**src/cpic_params.svh**
```systemverilog
// register map, field positions and reset values of the can pin and interrupt glue
`ifndef CPIC_PARAMS_SVH
`define CPIC_PARAMS_SVH
`define CPIC_OFF_PINCTL   12'h000
`define CPIC_OFF_FLAGS    12'h004
`define CPIC_OFF_ENABLES  12'h008
`define CPIC_RST_PINCTL   8'h00
`define CPIC_RST_FLAGS    8'h00
`define CPIC_RST_ENABLES  8'h00
`define CPIC_PINCTL_IMPL  8'hf1
`define CPIC_MASK_MODE0   8'hff
`define CPIC_MASK_MODE1   8'hf2
`define CPIC_MASK_MODE2   8'hf3
`define CPIC_MASK_TX_SUM  8'h10
`define CPIC_MASK_RX_SUM  8'h02
`define CPIC_BIT_INVALID  7
`define CPIC_BIT_WAKE     6
`define CPIC_BIT_ERR      5
`define CPIC_BIT_TX2      4
`define CPIC_BIT_TX1      3
`define CPIC_BIT_TX0      2
`define CPIC_BIT_RX1      1
`define CPIC_BIT_RX0      0
`endif

```
**src/cpic_pkg.sv**
```systemverilog
// types shared by the can pin and interrupt glue
`default_nettype none
package cpic_pkg;
  typedef enum logic [1:0] {
    CPIC_MODE_LEGACY = 2'h0,
    CPIC_MODE_ENH    = 2'h1,
    CPIC_MODE_FIFO   = 2'h3,
    CPIC_MODE_RSVD   = 2'h2
  } cpic_mode_t;

  typedef struct packed {
    logic       second_tx_pin_source_sel;
    logic       second_tx_pin_enable;
    logic       recessive_drive_high;
    logic       receive_capture_route;
    logic [2:0] reserved;
    logic       can_clock_source_sel;
  } cpic_pinctl_t;

  typedef struct packed {
    logic       invalid_msg;
    logic       bus_activity;
    logic [2:0] tx_done;
    logic [1:0] rx_full;
    logic       fifo_watermark;
  } cpic_evt_t;

  typedef struct packed {
    logic o;
    logic oe;
  } cpic_pin_t;

  typedef struct packed {
    cpic_pinctl_t pinctl;
    logic [7:0]   flags;
    logic [7:0]   enables;
    logic         port_sync1;
    logic         port_sync2;
    cpic_pin_t    primary_tx;
    logic         capture_in;
    logic [31:0]  rdata;
    logic         irq;
  } cpic_state_t;
endpackage
`default_nettype wire

```
**src/cpic_top.sv**
```systemverilog
// can pin routing, clock select and interrupt flag/enable registers on apb
//
// Added by the designer: the placing of the registers and register access over APB.
`timescale 1ns/100ps
`default_nettype none
`include "cpic_params.svh"

module cpic_top
  import cpic_pkg::*;
#(
  parameter int NUM_ERR_SRC = 4
)
(
  input  wire logic             pclk,
  input  wire logic             presetn,
  input  wire logic             psel,
  input  wire logic             penable,
  input  wire logic             pwrite,
  input  wire logic [11:0]      paddr,
  input  wire logic [31:0]      pwdata,
  output logic [31:0]           prdata,
  output logic                  pready,
  output logic                  pslverr,
  input  wire cpic_mode_t       can_mode,
  input  wire cpic_evt_t        can_evt,
  input  wire logic [NUM_ERR_SRC-1:0] module_err_src,
  input  wire logic [2:0]       per_tx_buffer_enable_reg,
  input  wire logic [7:0]       per_buffer_enable_reg,
  input  wire logic             core_tx_bit,
  input  wire logic             can_rx_msg,
  input  wire logic             capture_port_pin,
  input  wire logic             gpio_out,
  input  wire logic             gpio_oe,
  input  wire logic             osc_clk,
  input  wire logic             pll_clk,
  output logic                  primary_transmit_pin_o,
  output logic                  primary_transmit_pin_oe,
  output logic                  second_transmit_pin_o,
  output logic                  second_transmit_pin_oe,
  output logic                  first_capture_unit_in,
  output logic                  can_sys_clk,
  output logic                  can_irq
);

  generate
    if (NUM_ERR_SRC < 1)
    begin : g_chk
      $error("cpic_top: NUM_ERR_SRC must be at least one");
    end
  endgenerate

  ////////////////////////////////////////////////////////////////////////////
  // helpers

  // bits that exist in a given mode; used for flags and enables alike
  function automatic logic [7:0] mode_mask(input cpic_mode_t m);
    logic [7:0] r;
    r = `CPIC_MASK_MODE2;
    unique case (m)
      CPIC_MODE_LEGACY: r = `CPIC_MASK_MODE0;
      CPIC_MODE_ENH:    r = `CPIC_MASK_MODE1;
      CPIC_MODE_FIFO:   r = `CPIC_MASK_MODE2;
      // reserved code behaves as the fifo mode
      default:          r = `CPIC_MASK_MODE2;
    endcase
    return r;
  endfunction

  function automatic logic [7:0] flag_sets(input cpic_mode_t m,
                                           input cpic_evt_t  e,
                                           input logic       err);
    logic [7:0] s;
    s = 8'h00;
    s[`CPIC_BIT_INVALID] = e.invalid_msg;
    s[`CPIC_BIT_WAKE] = e.bus_activity;
    s[`CPIC_BIT_ERR] = err;
    if (m == CPIC_MODE_LEGACY)
    begin
      s[`CPIC_BIT_TX2] = e.tx_done[2];
      s[`CPIC_BIT_TX1] = e.tx_done[1];
      s[`CPIC_BIT_TX0] = e.tx_done[0];
      s[`CPIC_BIT_RX1] = e.rx_full[1];
      s[`CPIC_BIT_RX0] = e.rx_full[0];
    end
    else
    begin
      s[`CPIC_BIT_TX2] = |e.tx_done;
      s[`CPIC_BIT_RX1] = |e.rx_full;
      // watermark, masked off later in mode one
      s[`CPIC_BIT_RX0] = e.fifo_watermark;
    end
    return s;
  endfunction

  ////////////////////////////////////////////////////////////////////////////
  // state

  cpic_state_t st_q;
  cpic_state_t st_d;

  logic        wr_acc;
  logic        rd_setup;
  logic        hit;
  logic [7:0]  mask;
  logic [7:0]  sets;
  logic [7:0]  pend;
  logic        tx_term;
  logic        rx_term;

  assign mask = mode_mask(can_mode);
  assign sets = flag_sets(can_mode, can_evt, |module_err_src);
  assign hit  = (paddr == `CPIC_OFF_PINCTL) || (paddr == `CPIC_OFF_FLAGS) ||
                (paddr == `CPIC_OFF_ENABLES);
  assign wr_acc   = psel && penable && pwrite && hit;
  assign rd_setup = psel && !penable && !pwrite;
  assign pend     = st_q.flags & st_q.enables;

  // per-buffer enables only count behind the summary enable
  // summary tx enable gates them all
  assign tx_term = pend[`CPIC_BIT_TX2] && (|per_tx_buffer_enable_reg);
  // summary rx enable gates them all
  assign rx_term = pend[`CPIC_BIT_RX1] && (|per_buffer_enable_reg);

  always_comb
  begin
    st_d = st_q;
    // pin port comes from outside the clock domain
    st_d.port_sync1 = capture_port_pin;
    st_d.port_sync2 = st_q.port_sync1;

    if (wr_acc && paddr == `CPIC_OFF_PINCTL)
    begin
      st_d.pinctl = cpic_pinctl_t'(pwdata[7:0] & `CPIC_PINCTL_IMPL);
    end
    if (wr_acc && paddr == `CPIC_OFF_ENABLES)
    begin
      st_d.enables = pwdata[7:0];
    end
    if (wr_acc && paddr == `CPIC_OFF_FLAGS)
    begin
      st_d.flags = pwdata[7:0];
    end
    // sticky flags, a set beats a clear in the same cycle
    st_d.flags = st_d.flags | sets;
    // bit zero absent in mode one
    st_d.flags   = st_d.flags & mask;
    st_d.enables = st_d.enables & mask;

    // read data captured in setup so it is from a flop in the access phase
    if (rd_setup)
    begin
      st_d.rdata = 32'h0000_0000;
      if (paddr == `CPIC_OFF_PINCTL)
      begin
        // bits three to one read zero
        st_d.rdata[7:0] = st_q.pinctl & `CPIC_PINCTL_IMPL;
      end
      else if (paddr == `CPIC_OFF_FLAGS)
      begin
        st_d.rdata[7:0] = st_q.flags & mask;
      end
      else if (paddr == `CPIC_OFF_ENABLES)
      begin
        st_d.rdata[7:0] = st_q.enables & mask;
      end
    end

    // drive high when recessive, or release the line
    st_d.primary_tx.o  = core_tx_bit;
    st_d.primary_tx.oe = st_q.pinctl.recessive_drive_high || !core_tx_bit;

    st_d.capture_in = st_q.pinctl.receive_capture_route ? can_rx_msg : st_q.port_sync2;

    // each enable gates its own flag
    if (can_mode == CPIC_MODE_LEGACY)
    begin
      st_d.irq = |pend;
    end
    else
    begin
      // watermark enable, already zero in mode one
      st_d.irq = pend[`CPIC_BIT_INVALID] || pend[`CPIC_BIT_WAKE] ||
                 pend[`CPIC_BIT_ERR] || tx_term || rx_term ||
                 pend[`CPIC_BIT_RX0];
    end
  end

  always_ff @(posedge pclk or negedge presetn)
  begin
    if (!presetn)
    begin
      st_q                    <= '0;
      st_q.pinctl             <= cpic_pinctl_t'(`CPIC_RST_PINCTL);
      st_q.flags              <= `CPIC_RST_FLAGS;
      st_q.enables            <= `CPIC_RST_ENABLES;
      st_q.primary_tx         <= '0;
    end
    else
    begin
      st_q <= st_d;
    end
  end

  ////////////////////////////////////////////////////////////////////////////
  // outputs

  assign pready  = 1'b1;
  assign pslverr = psel && penable && !hit;
  assign prdata  = st_q.rdata;
  assign can_irq = st_q.irq;

  assign primary_transmit_pin_o  = st_q.primary_tx.o;
  assign primary_transmit_pin_oe = st_q.primary_tx.oe;
  assign first_capture_unit_in   = st_q.capture_in;

  // clock source; plain mux, so change it only while the can core is idle
  assign can_sys_clk = st_q.pinctl.can_clock_source_sel ? osc_clk : pll_clk;

  // second pin falls back to gpio when disabled
  // clock or the same tx data as the primary pin
  always_comb
  begin
    if (st_q.pinctl.second_tx_pin_enable)
    begin
      second_transmit_pin_o  = st_q.pinctl.second_tx_pin_source_sel ?
                               can_sys_clk : st_q.primary_tx.o;
      second_transmit_pin_oe = 1'b1;
    end
    else
    begin
      second_transmit_pin_o  = gpio_out;
      second_transmit_pin_oe = gpio_oe;
    end
  end
endmodule

`default_nettype wire

```
**config.mk**
```make
export PLATFORM = sky130hd
export DESIGN_NAME = cpic_top
export DESIGN_NICKNAME = d
export VERILOG_FILES = /design/src/cpic_pkg.sv /design/src/cpic_top.sv
export VERILOG_INCLUDE_DIRS = /design/src
export SDC_FILE = /design/constraint.sdc
export NUM_CORES = 1
export LEC_CHECK = 0
export BUFFER_PORTS_ARGS = -buffer_cell sky130_fd_sc_hd__buf_4
export CAP_MARGIN = 20
export CORE_MARGIN = 2
export CORE_UTILIZATION = 43
export DETAILED_ROUTE_END_ITERATION = 10
export PLACE_DENSITY = 0.8
export SKIP_LAST_GASP = 1
export SYNTH_ARGS = -nofsm -noshare
export SYNTH_HDL_FRONTEND = slang
export SYNTH_SLANG_ARGS = --single-unit
```
**constraint.sdc**
```tcl
create_clock -name pclk -period 1.5 [get_ports pclk]
set_input_delay 0.225 -clock pclk [delete_from_list [all_inputs] [get_ports pclk]]
set_output_delay 0.225 -clock pclk [all_outputs]
set_load 0.05 [all_outputs]
```
==> out/qor.json, run 1 <==
{
  "area_growth_syn_to_layout": {"value": 45.1, "unit": "%"},
  "critical_path.max_fanout": {"value": 3},
  "worst_setup_path_start_kind": {"value": "primary input"},
  "yosys.area_share.xor_xnor": {"value": 0},
  "synth_area_leader_cell": {"value": "dfrtp_1"},
  "first_pass_grt_wire_length": {"value": 7400, "unit": "um"},
  "detail_route.wirelength": {"value": 4760, "unit": "um"},
  "synth-seq-area-share": {"value": 0.444},
  "netSwitchingFraction": {"value": 0.262},
  "n_fill_cell": {"value": 343},
  "dieWidth": {"value": 71.8, "unit": "um"},
  "timing.critical_path.buf_inv": {"value": 4},
  "worst_slack": {"value": -391, "unit": "ps"},
  "synth-simple-area-share": {"value": 0.158},
  "peakVddDrop": {"value": 0.644, "unit": "mV"},
  "family_with_the_most_delay_on_the_worst_path": {"value": "simple AND/OR/NAND/NOR gates"},
  "holdCritStartpoint": {"value": "capture_port_pin"},
  "drt-wirelength-per-cell": {"value": 14.8, "unit": "um"},
  "cp_slowest_cell": {"value": "or4_4"},
  "detailedRoute.firstPassIterationCount": {"value": 4},
  "p_int": {"value": 1.78, "unit": "mW"},
  "synthDominantCellAreaShare": {"value": 0.444},
  "rows": {"value": 24},
  "start_util": {"value": 0.450},
  "powerDensity": {"value": 841, "unit": "mW/mm2"},
  "ys_types": {"value": 38},
  "route.detailed.drc": {"value": 0},
  "post_route_cells_drive_above_1_share": {"value": 0.493},
  "share_clk_of_total_power": {"value": 0.414},
  "die-height": {"value": 71.8, "unit": "um"},
  "synth-main-ff-cell": {"value": "dfrtp_1"},
  "maxSlewViolCount": {"value": 0},
  "power.net_switching": {"value": 0.630, "unit": "mW"},
  "ys_seq_elements": {"value": 35},
  "timing.critical_path.slowest_cell_delay": {"value": 510, "unit": "ps"},
  "global_route.overflow_total": {"value": 0},
  "run_status": {"value": "complete, but fails checks"},
  "rsz0062_at_grt": {"value": "true"},
  "drtIter0Drc": {"value": 41},
  "die_outline_area": {"value": 0.00515, "unit": "mm2"},
  "worst_hold_class": {"value": "primary input to flip-flop"},
  "crit_path_end_kind": {"value": "primary output"},
  "io-pin-count": {"value": 122},
  "timing.critical_path.mode_cell": {"value": "buf_4"},
  "ys_top_cells_by_area": {"value": "dfrtp_1 (44%), buf_4 (13%), mux2i_1 (7.6%)"},
  "antenna_found_initial": {"value": 0},
  "worst-endpoint-required": {"value": 1270, "unit": "ps"},
  "min_delay_path_depth": {"value": 1},
  "gp_congestion": {"value": 0.838},
  "synth_area_per_cell": {"value": 10.6, "unit": "um2"},
  "grt_pass1_vias": {"value": 1609},
  "total_of_endpoints_with_negative_setup_slack_in_the_final_report": {"value": 29},
  "critical_path_cell_by_cell": {"value": "buf_4 -> or4_4 -> buf_4 -> nor4_2 -> buf_4 -> a21oi_2 -> buf_6"},
  "final.period_utilization": {"value": 1.26},
  "synth.cell_area": {"value": 0.00197, "unit": "mm2"},
  "timing.reg2reg.setup_slack": {"value": 290, "unit": "ps"},
  "rr_startpoint": {"value": "st_q[54]"},
  "power": {"value": 2.41, "unit": "mW"},
  "insertion_delay_to_the_later_sink_of_the_worst_skew_pair": {"value": 290, "unit": "ps"},
  "layout.nets": {"value": 350},
  "synth_compound_gate_area_share": {"value": 0.100},
  "whs": {"value": 37.7, "unit": "ps"},
  "worst-endpoint-arrival": {"value": 1670, "unit": "ps"},
  "fmax": {"value": 0.529, "unit": "GHz"},
  "reg_to_reg_endpoint": {"value": "prdata[0]"},
  "clkSinkCount": {"value": 35},
  "violations": {"value": "setup timing"},
  "clock-root-buffer": {"value": "clkbuf_8"},
  "ys.warnings.count": {"value": 0},
  "mostFrequentLayoutCells": {"value": "buf_4 (81), dfrtp_1 (34), conb_1 (25)"},
  "power.leakage": {"value": 1.35, "unit": "nW"},
  "synth-adder-area-share": {"value": 0},
  "cts-htree-levels": {"value": 2},
  "synth_edf_count": {"value": 0},
  "cap_viol_max_count": {"value": 0},
  "clk_pin_slew": {"value": 70, "unit": "ps"},
  "share_seq_of_total_power": {"value": 0.401},
  "p_comb_frac": {"value": 0.185},
  "avgViaCountPerCell": {"value": 5.16},
  "io_buffers": {"value": 72},
  "detail-route-antenna-nets": {"value": 0},
  "hold-path-endpoint": {"value": "st_d[36]"},
  "worstRegToRegCells": {"value": 3},
  "dp_slack": {"value": -744, "unit": "ps"},
  "worst-setup-path-type": {"value": "primary input to primary output"},
  "number_of_standard_cells_after_synthesis": {"value": 187},
  "synthMuxAreaShare": {"value": 0.150},
  "global_route.usage.total": {"value": 0.191},
  "cts_buffers": {"value": 5},
  "largest_net_degree_at_the_start_of_global_routing": {"value": 36},
  "largest_family_of_logic_cells_by_synthesized_area": {"value": "simple AND/OR/NAND/NOR gates"},
  "synth_async_reset_ratio": {"value": 1.00},
  "cts_buffer_depth": {"value": 2},
  "antenna-diode-count": {"value": 0},
  "multiInputGateArea": {"value": 0.00104, "unit": "mm2"},
  "tritoncts_clock_tree": {"value": "built"},
  "detailed_placer_s_ending_hpwl": {"value": 3580, "unit": "um"},
  "sequential_cell_area": {"value": 877, "unit": "um2"},
  "timing.final.crit_period": {"value": 1890, "unit": "ps"},
  "report.final.hold_viol_count": {"value": 0},
  "commonest_non_fill_non_tap_cell_in_the_layout": {"value": "buf_4"},
  "placeable_core_area": {"value": 0.00438, "unit": "mm2"},
  "vias": {"value": 1660},
  "tns": {"value": -5400, "unit": "ps"},
  "worst_clock_skew": {"value": 4.07, "unit": "ps"}
}
[cells by family after synthesis]
kind of cell           after synthesis
other                                2
buffers and inverters               42
multiplexers                        28
AND/OR/NAND/NOR                     53
flip-flops                          35
AO/OA/AOI/OAI                       27
[final cells by class]
| class | instances | area share |
|---|---|---|
| clock buffer | 6 | 0.0253 |
| multi-input combinational | 133 | 0.365 |
| inverter | 1 | 0.00131 |
| clock inverter | 2 | 0.0210 |
| sequential | 35 | 0.306 |
| tap | 52 | 0.0227 |
| timing repair buffer | 93 | 0.259 |
[layer usage]
metal / global-route usage / wire length (um) / up-vias / part of all wire
li1: - / - / 785 / -
met1: 0.233 / 1860 / 799 / 0.39
met2: 0.319 / 2520 / 69 / 0.53
met3: 0.0506 / 310 / 7 / 0.065
met4: 0.0797 / 70 / 0 / 0.015
met5: 0 / 0 / - / 0
[state kept, by name (all words and copies together), names as in the netlist]
register                 count
st_q                        22
prdata                       8
can_irq                      1
first_capture_unit_in        1
primary_transmit_pin_o       1
primary_transmit_pin_oe      1
st_d                         1
[per-stage QoR]
stage          utilization  instances  area, um2
2_1_floorplan            -        210       2080
4_1_cts              0.637        319       2790
5_1_grt              0.654        322       2870
6_report             0.654        322       2870
3_5_place_dp         0.576        308       2520
3_3_place_gp         0.576        308       2520
[synth_stat cells (all sizes together), types with 2 or more instances]
cell type	count
nand3	3
nor3	3
a22o	2
a211oi	3
clkbuf	5
buf	36
nor2	11
mux2	13
mux2i	15
nand2	11
or4	3
or2	2
a211o	2
nand3b	3
nor2b	5
nor4	7
conb	2
dfrtp	35
a21oi	6
o31ai	7
[worst register-to-register path: cells and delay by family (launching register included)]
| family | cells | cell delay [ps] |
|---|---|---|
| simple gates | 1 | 480 |
| compound gates | 2 | 250 |
| flops | 1 | 430 |
[repair_timing]
action / CTS / global route
hold buffers: 1 / 0
resized for setup: 22 / 12
buffers inserted: 2 / 3
pin swaps: 7 / 5
setup endpoints to repair: 31 / 32
hold endpoints to repair: 35 / 0
[power groups by stage]
| stage | clock network, mW | registers (mW) | logic, mW |
|---|---|---|---|
| floorplan | 0 | 0.995 | 0.280 |
| global placement | 0 | 0.981 | 0.418 |
| detailed placement | 0 | 0.982 | 0.424 |
| CTS | 1.02 | 0.965 | 0.442 |
| global route | 1.05 | 0.966 | 0.472 |
| finish | 0.997 | 0.965 | 0.447 |
[worst max-delay path by stage]
stage | start | to | slack (ps) | cells past startpoint
floorplan | paddr[7] | st_q[54] | -620 | 5
global placement | paddr[7] | st_q[61] | -720 | 6
detailed placement | paddr[7] | st_q[59] | -740 | 6
CTS | paddr[7] | st_q[59] | -360 | 6
global route | paddr[8] | pslverr | -430 | 7
finish | paddr[6] | pslverr | -390 | 7
(Power assumes the default switching activity.)
==> run 2, diff against run 1 <==
--- a/config.mk
+++ b/config.mk
@@ -6,12 +6,15 @@
 export SDC_FILE = /design/constraint.sdc
 export NUM_CORES = 1
 export LEC_CHECK = 0
+export ABC_CLOCK_PERIOD_IN_PS = 1500
 export BUFFER_PORTS_ARGS = -buffer_cell sky130_fd_sc_hd__buf_4
 export CAP_MARGIN = 20
+export CELL_PAD_IN_SITES_DETAIL_PLACEMENT = 0
+export CELL_PAD_IN_SITES_GLOBAL_PLACEMENT = 1
 export CORE_MARGIN = 2
-export CORE_UTILIZATION = 43
+export CORE_UTILIZATION = 31
 export DETAILED_ROUTE_END_ITERATION = 10
-export PLACE_DENSITY = 0.8
+export PLACE_DENSITY_LB_ADDON = 0.1
 export SKIP_LAST_GASP = 1
 export SYNTH_ARGS = -nofsm -noshare
 export SYNTH_HDL_FRONTEND = slang
==> run 2 against run 1 <==
Effect of this change: the flow still finishes with violations (setup timing); fmax increased by 1.7%; sequential power about the same; worst setup slack improved by 32 ps; via count decreased by 0.78%; die area increased by 36%; core utilization decreased by 20 points; critical path depth decreased by 1; clock power decreased by 33%; global-route usage decreased by 4.3 points; power decreased by 13%; critical endpoint is now st_q[61]; largest cell class unchanged; highest routed layer unchanged.
==> out/qor.json, run 2 (synthesis results as in run 1) <==
{
  "layout.nets": {"value": 354},
  "timing.reg2reg.setup_slack": {"value": 200, "unit": "ps"},
  "grt_pass1_vias": {"value": 1670},
  "first_pass_grt_wire_length": {"value": 8200, "unit": "um"},
  "die_outline_area": {"value": 0.00702, "unit": "mm2"},
  "cts_buffers": {"value": 5},
  "cp_slowest_cell": {"value": "or4_4"},
  "worst-endpoint-required": {"value": 1670, "unit": "ps"},
  "power": {"value": 2.09, "unit": "mW"},
  "regMostFlops": {"value": "st_q"},
  "rsz0062_at_grt": {"value": "true"},
  "share_seq_of_total_power": {"value": 0.461},
  "critical_path.max_fanout": {"value": 5},
  "avgViaCountPerCell": {"value": 4.69},
  "cap_viol_max_count": {"value": 0},
  "peakVddDrop": {"value": 0.392, "unit": "mV"},
  "worst_hold_class": {"value": "primary input to flip-flop"},
  "crit_path_end_kind": {"value": "flip-flop"},
  "fmax": {"value": 0.538, "unit": "GHz"},
  "power.net_switching": {"value": 0.642, "unit": "mW"},
  "largest_reg_flops": {"value": 22},
  "timing.critical_path.slowest_cell_delay": {"value": 530, "unit": "ps"},
  "power.leakage": {"value": 1.34, "unit": "nW"},
  "route.detailed.drc": {"value": 0},
  "total_of_endpoints_with_negative_setup_slack_in_the_final_report": {"value": 30},
  "post_route_cells_drive_above_1_share": {"value": 0.496},
  "netSwitchingFraction": {"value": 0.308},
  "rows": {"value": 29},
  "worst_setup_path_start_kind": {"value": "primary input"},
  "drt-wirelength-per-cell": {"value": 14.6, "unit": "um"},
  "worst-setup-path-type": {"value": "primary input to flip-flop"},
  "io-pin-count": {"value": 122},
  "grt_util_met1": {"value": 0.199},
  "mostFrequentLayoutCells": {"value": "buf_4 (88), dfrtp_1 (35), conb_1 (25)"},
  "placeable_core_area": {"value": 0.00624, "unit": "mm2"},
  "antenna_found_initial": {"value": 0},
  "global_route.usage.total": {"value": 0.147},
  "io_buffers": {"value": 72},
  "maxSlewViolCount": {"value": 0},
  "dieWidth": {"value": 83.8, "unit": "um"},
  "vias": {"value": 1647},
  "final.period_utilization": {"value": 1.24},
  "detail_route.wirelength": {"value": 5130, "unit": "um"},
  "area_growth_syn_to_layout": {"value": 44.2, "unit": "%"},
  "cts-htree-levels": {"value": 2},
  "drtIter0Drc": {"value": 80},
  "powerDensity": {"value": 733, "unit": "mW/mm2"},
  "clk_pin_slew": {"value": 70, "unit": "ps"},
  "detailedRoute.firstPassIterationCount": {"value": 4},
  "tns": {"value": -5740, "unit": "ps"},
  "groute.layer.met2.usage": {"value": 0.241},
  "timing.final.crit_period": {"value": 1860, "unit": "ps"},
  "clkSinkCount": {"value": 35},
  "tritoncts_clock_tree": {"value": "built"},
  "whs": {"value": 44.8, "unit": "ps"},
  "p_comb_frac": {"value": 0.219},
  "largest_net_degree_at_the_start_of_global_routing": {"value": 36},
  "commonest_non_fill_non_tap_cell_in_the_layout": {"value": "buf_4"},
  "worst_slack": {"value": -359, "unit": "ps"},
  "worst_clock_skew": {"value": 2.36, "unit": "ps"},
  "clock-root-buffer": {"value": "clkbuf_8"},
  "p_int": {"value": 1.45, "unit": "mW"},
  "detailed_placer_s_ending_hpwl": {"value": 3750, "unit": "um"},
  "cts_buffer_depth": {"value": 2},
  "die-height": {"value": 83.8, "unit": "um"},
  "insertion_delay_to_the_later_sink_of_the_worst_skew_pair": {"value": 280, "unit": "ps"},
  "run_status": {"value": "complete, but fails checks"},
  "met3_usage": {"value": 0.0336},
  "share_clk_of_total_power": {"value": 0.320},
  "critical_path_cell_by_cell": {"value": "buf_6 -> or4_4 -> or4_4 -> nor4_4 -> buf_4 -> mux2_2"},
  "timing.critical_path.mode_cell": {"value": "or4_4"},
  "start_util": {"value": 0.316},
  "report.final.hold_viol_count": {"value": 0},
  "detail-route-antenna-nets": {"value": 0},
  "globalRoute.busiestLayer": {"value": "met2"},
  "gp_congestion": {"value": 0.693},
  "violations": {"value": "setup timing"},
  "antenna-diode-count": {"value": 0},
  "global_route.overflow_total": {"value": 0},
  "worst-endpoint-arrival": {"value": 2030, "unit": "ps"}
}
run 2: cell types whose count changed in the layout (fill, tap and decap cells not counted), sizes merged:
| cell | delta |
|---|---|
| bufinv | -2 |
| clkinvlp | +1 |
| buf | +4 |
| clkinv | +1 |
run 2: per-layer routing:
metal,share of wire,vias to the layer above
met5,0,-
met4,0.0070,0
met3,0.055,4
met2,0.49,62
met1,0.44,795
li1,-,786
run 2: repair_timing:
action	CTS	global route
pin swaps	4	4
endpoints found under the setup margin	31	31
hold buffers	1	0
resized for setup	14	13
gates cloned	0	1
endpoints found under the hold margin	35	0
setup buffers	4	1
run 2: cell type report:
class	instances	area, um2
clock buffers	6	72.6
clock inverters	2	12.5
fillers	625	3390
inverters	1	3.75
multi-input cells	133	1020
flip-flops and latches	35	876
well taps	77	96.3
repair buffers	97	761
run 2: metrics by stage:
step                instances  setup slack, ps  area [um2]   util
CTS                       349             -351        2770  0.443
global placement          336             -728        2580  0.413
global route              351             -407        2850  0.456
floorplan                 210             -623        2080      -
detailed placement        336             -750        2580  0.413
finish                    351             -359        2850  0.456
run 2: power groups by stage:
| stage | clock (mW) | sequential, mW | combinational (mW) |
|---|---|---|---|
| after floorplan | 0 | 0.995 | 0.280 |
| after global placement | 0 | 0.982 | 0.440 |
| after detailed placement | 0 | 0.981 | 0.440 |
| after CTS | 0.691 | 0.963 | 0.453 |
| after global routing | 0.739 | 0.964 | 0.486 |
| final | 0.668 | 0.963 | 0.457 |
run 2: final timing paths:
check / startpoint / end / depth (start not counted)
max: paddr[7] / st_q[61] / 6
min: capture_port_pin / st_d[36] / 1
max reg2reg: st_q[54] / prdata[0] / 4
min reg2reg: st_d[36] / st_q[36] / 0
max in group asynchronous: presetn / st_q[48] / 2
min in group asynchronous: presetn / prdata[0] / 2
run 2: worst max-delay path: cells and delay by family:
kind	cells	cell delay [ps]
mux	1	330
buf+inv	2	270
simple gates	3	1200
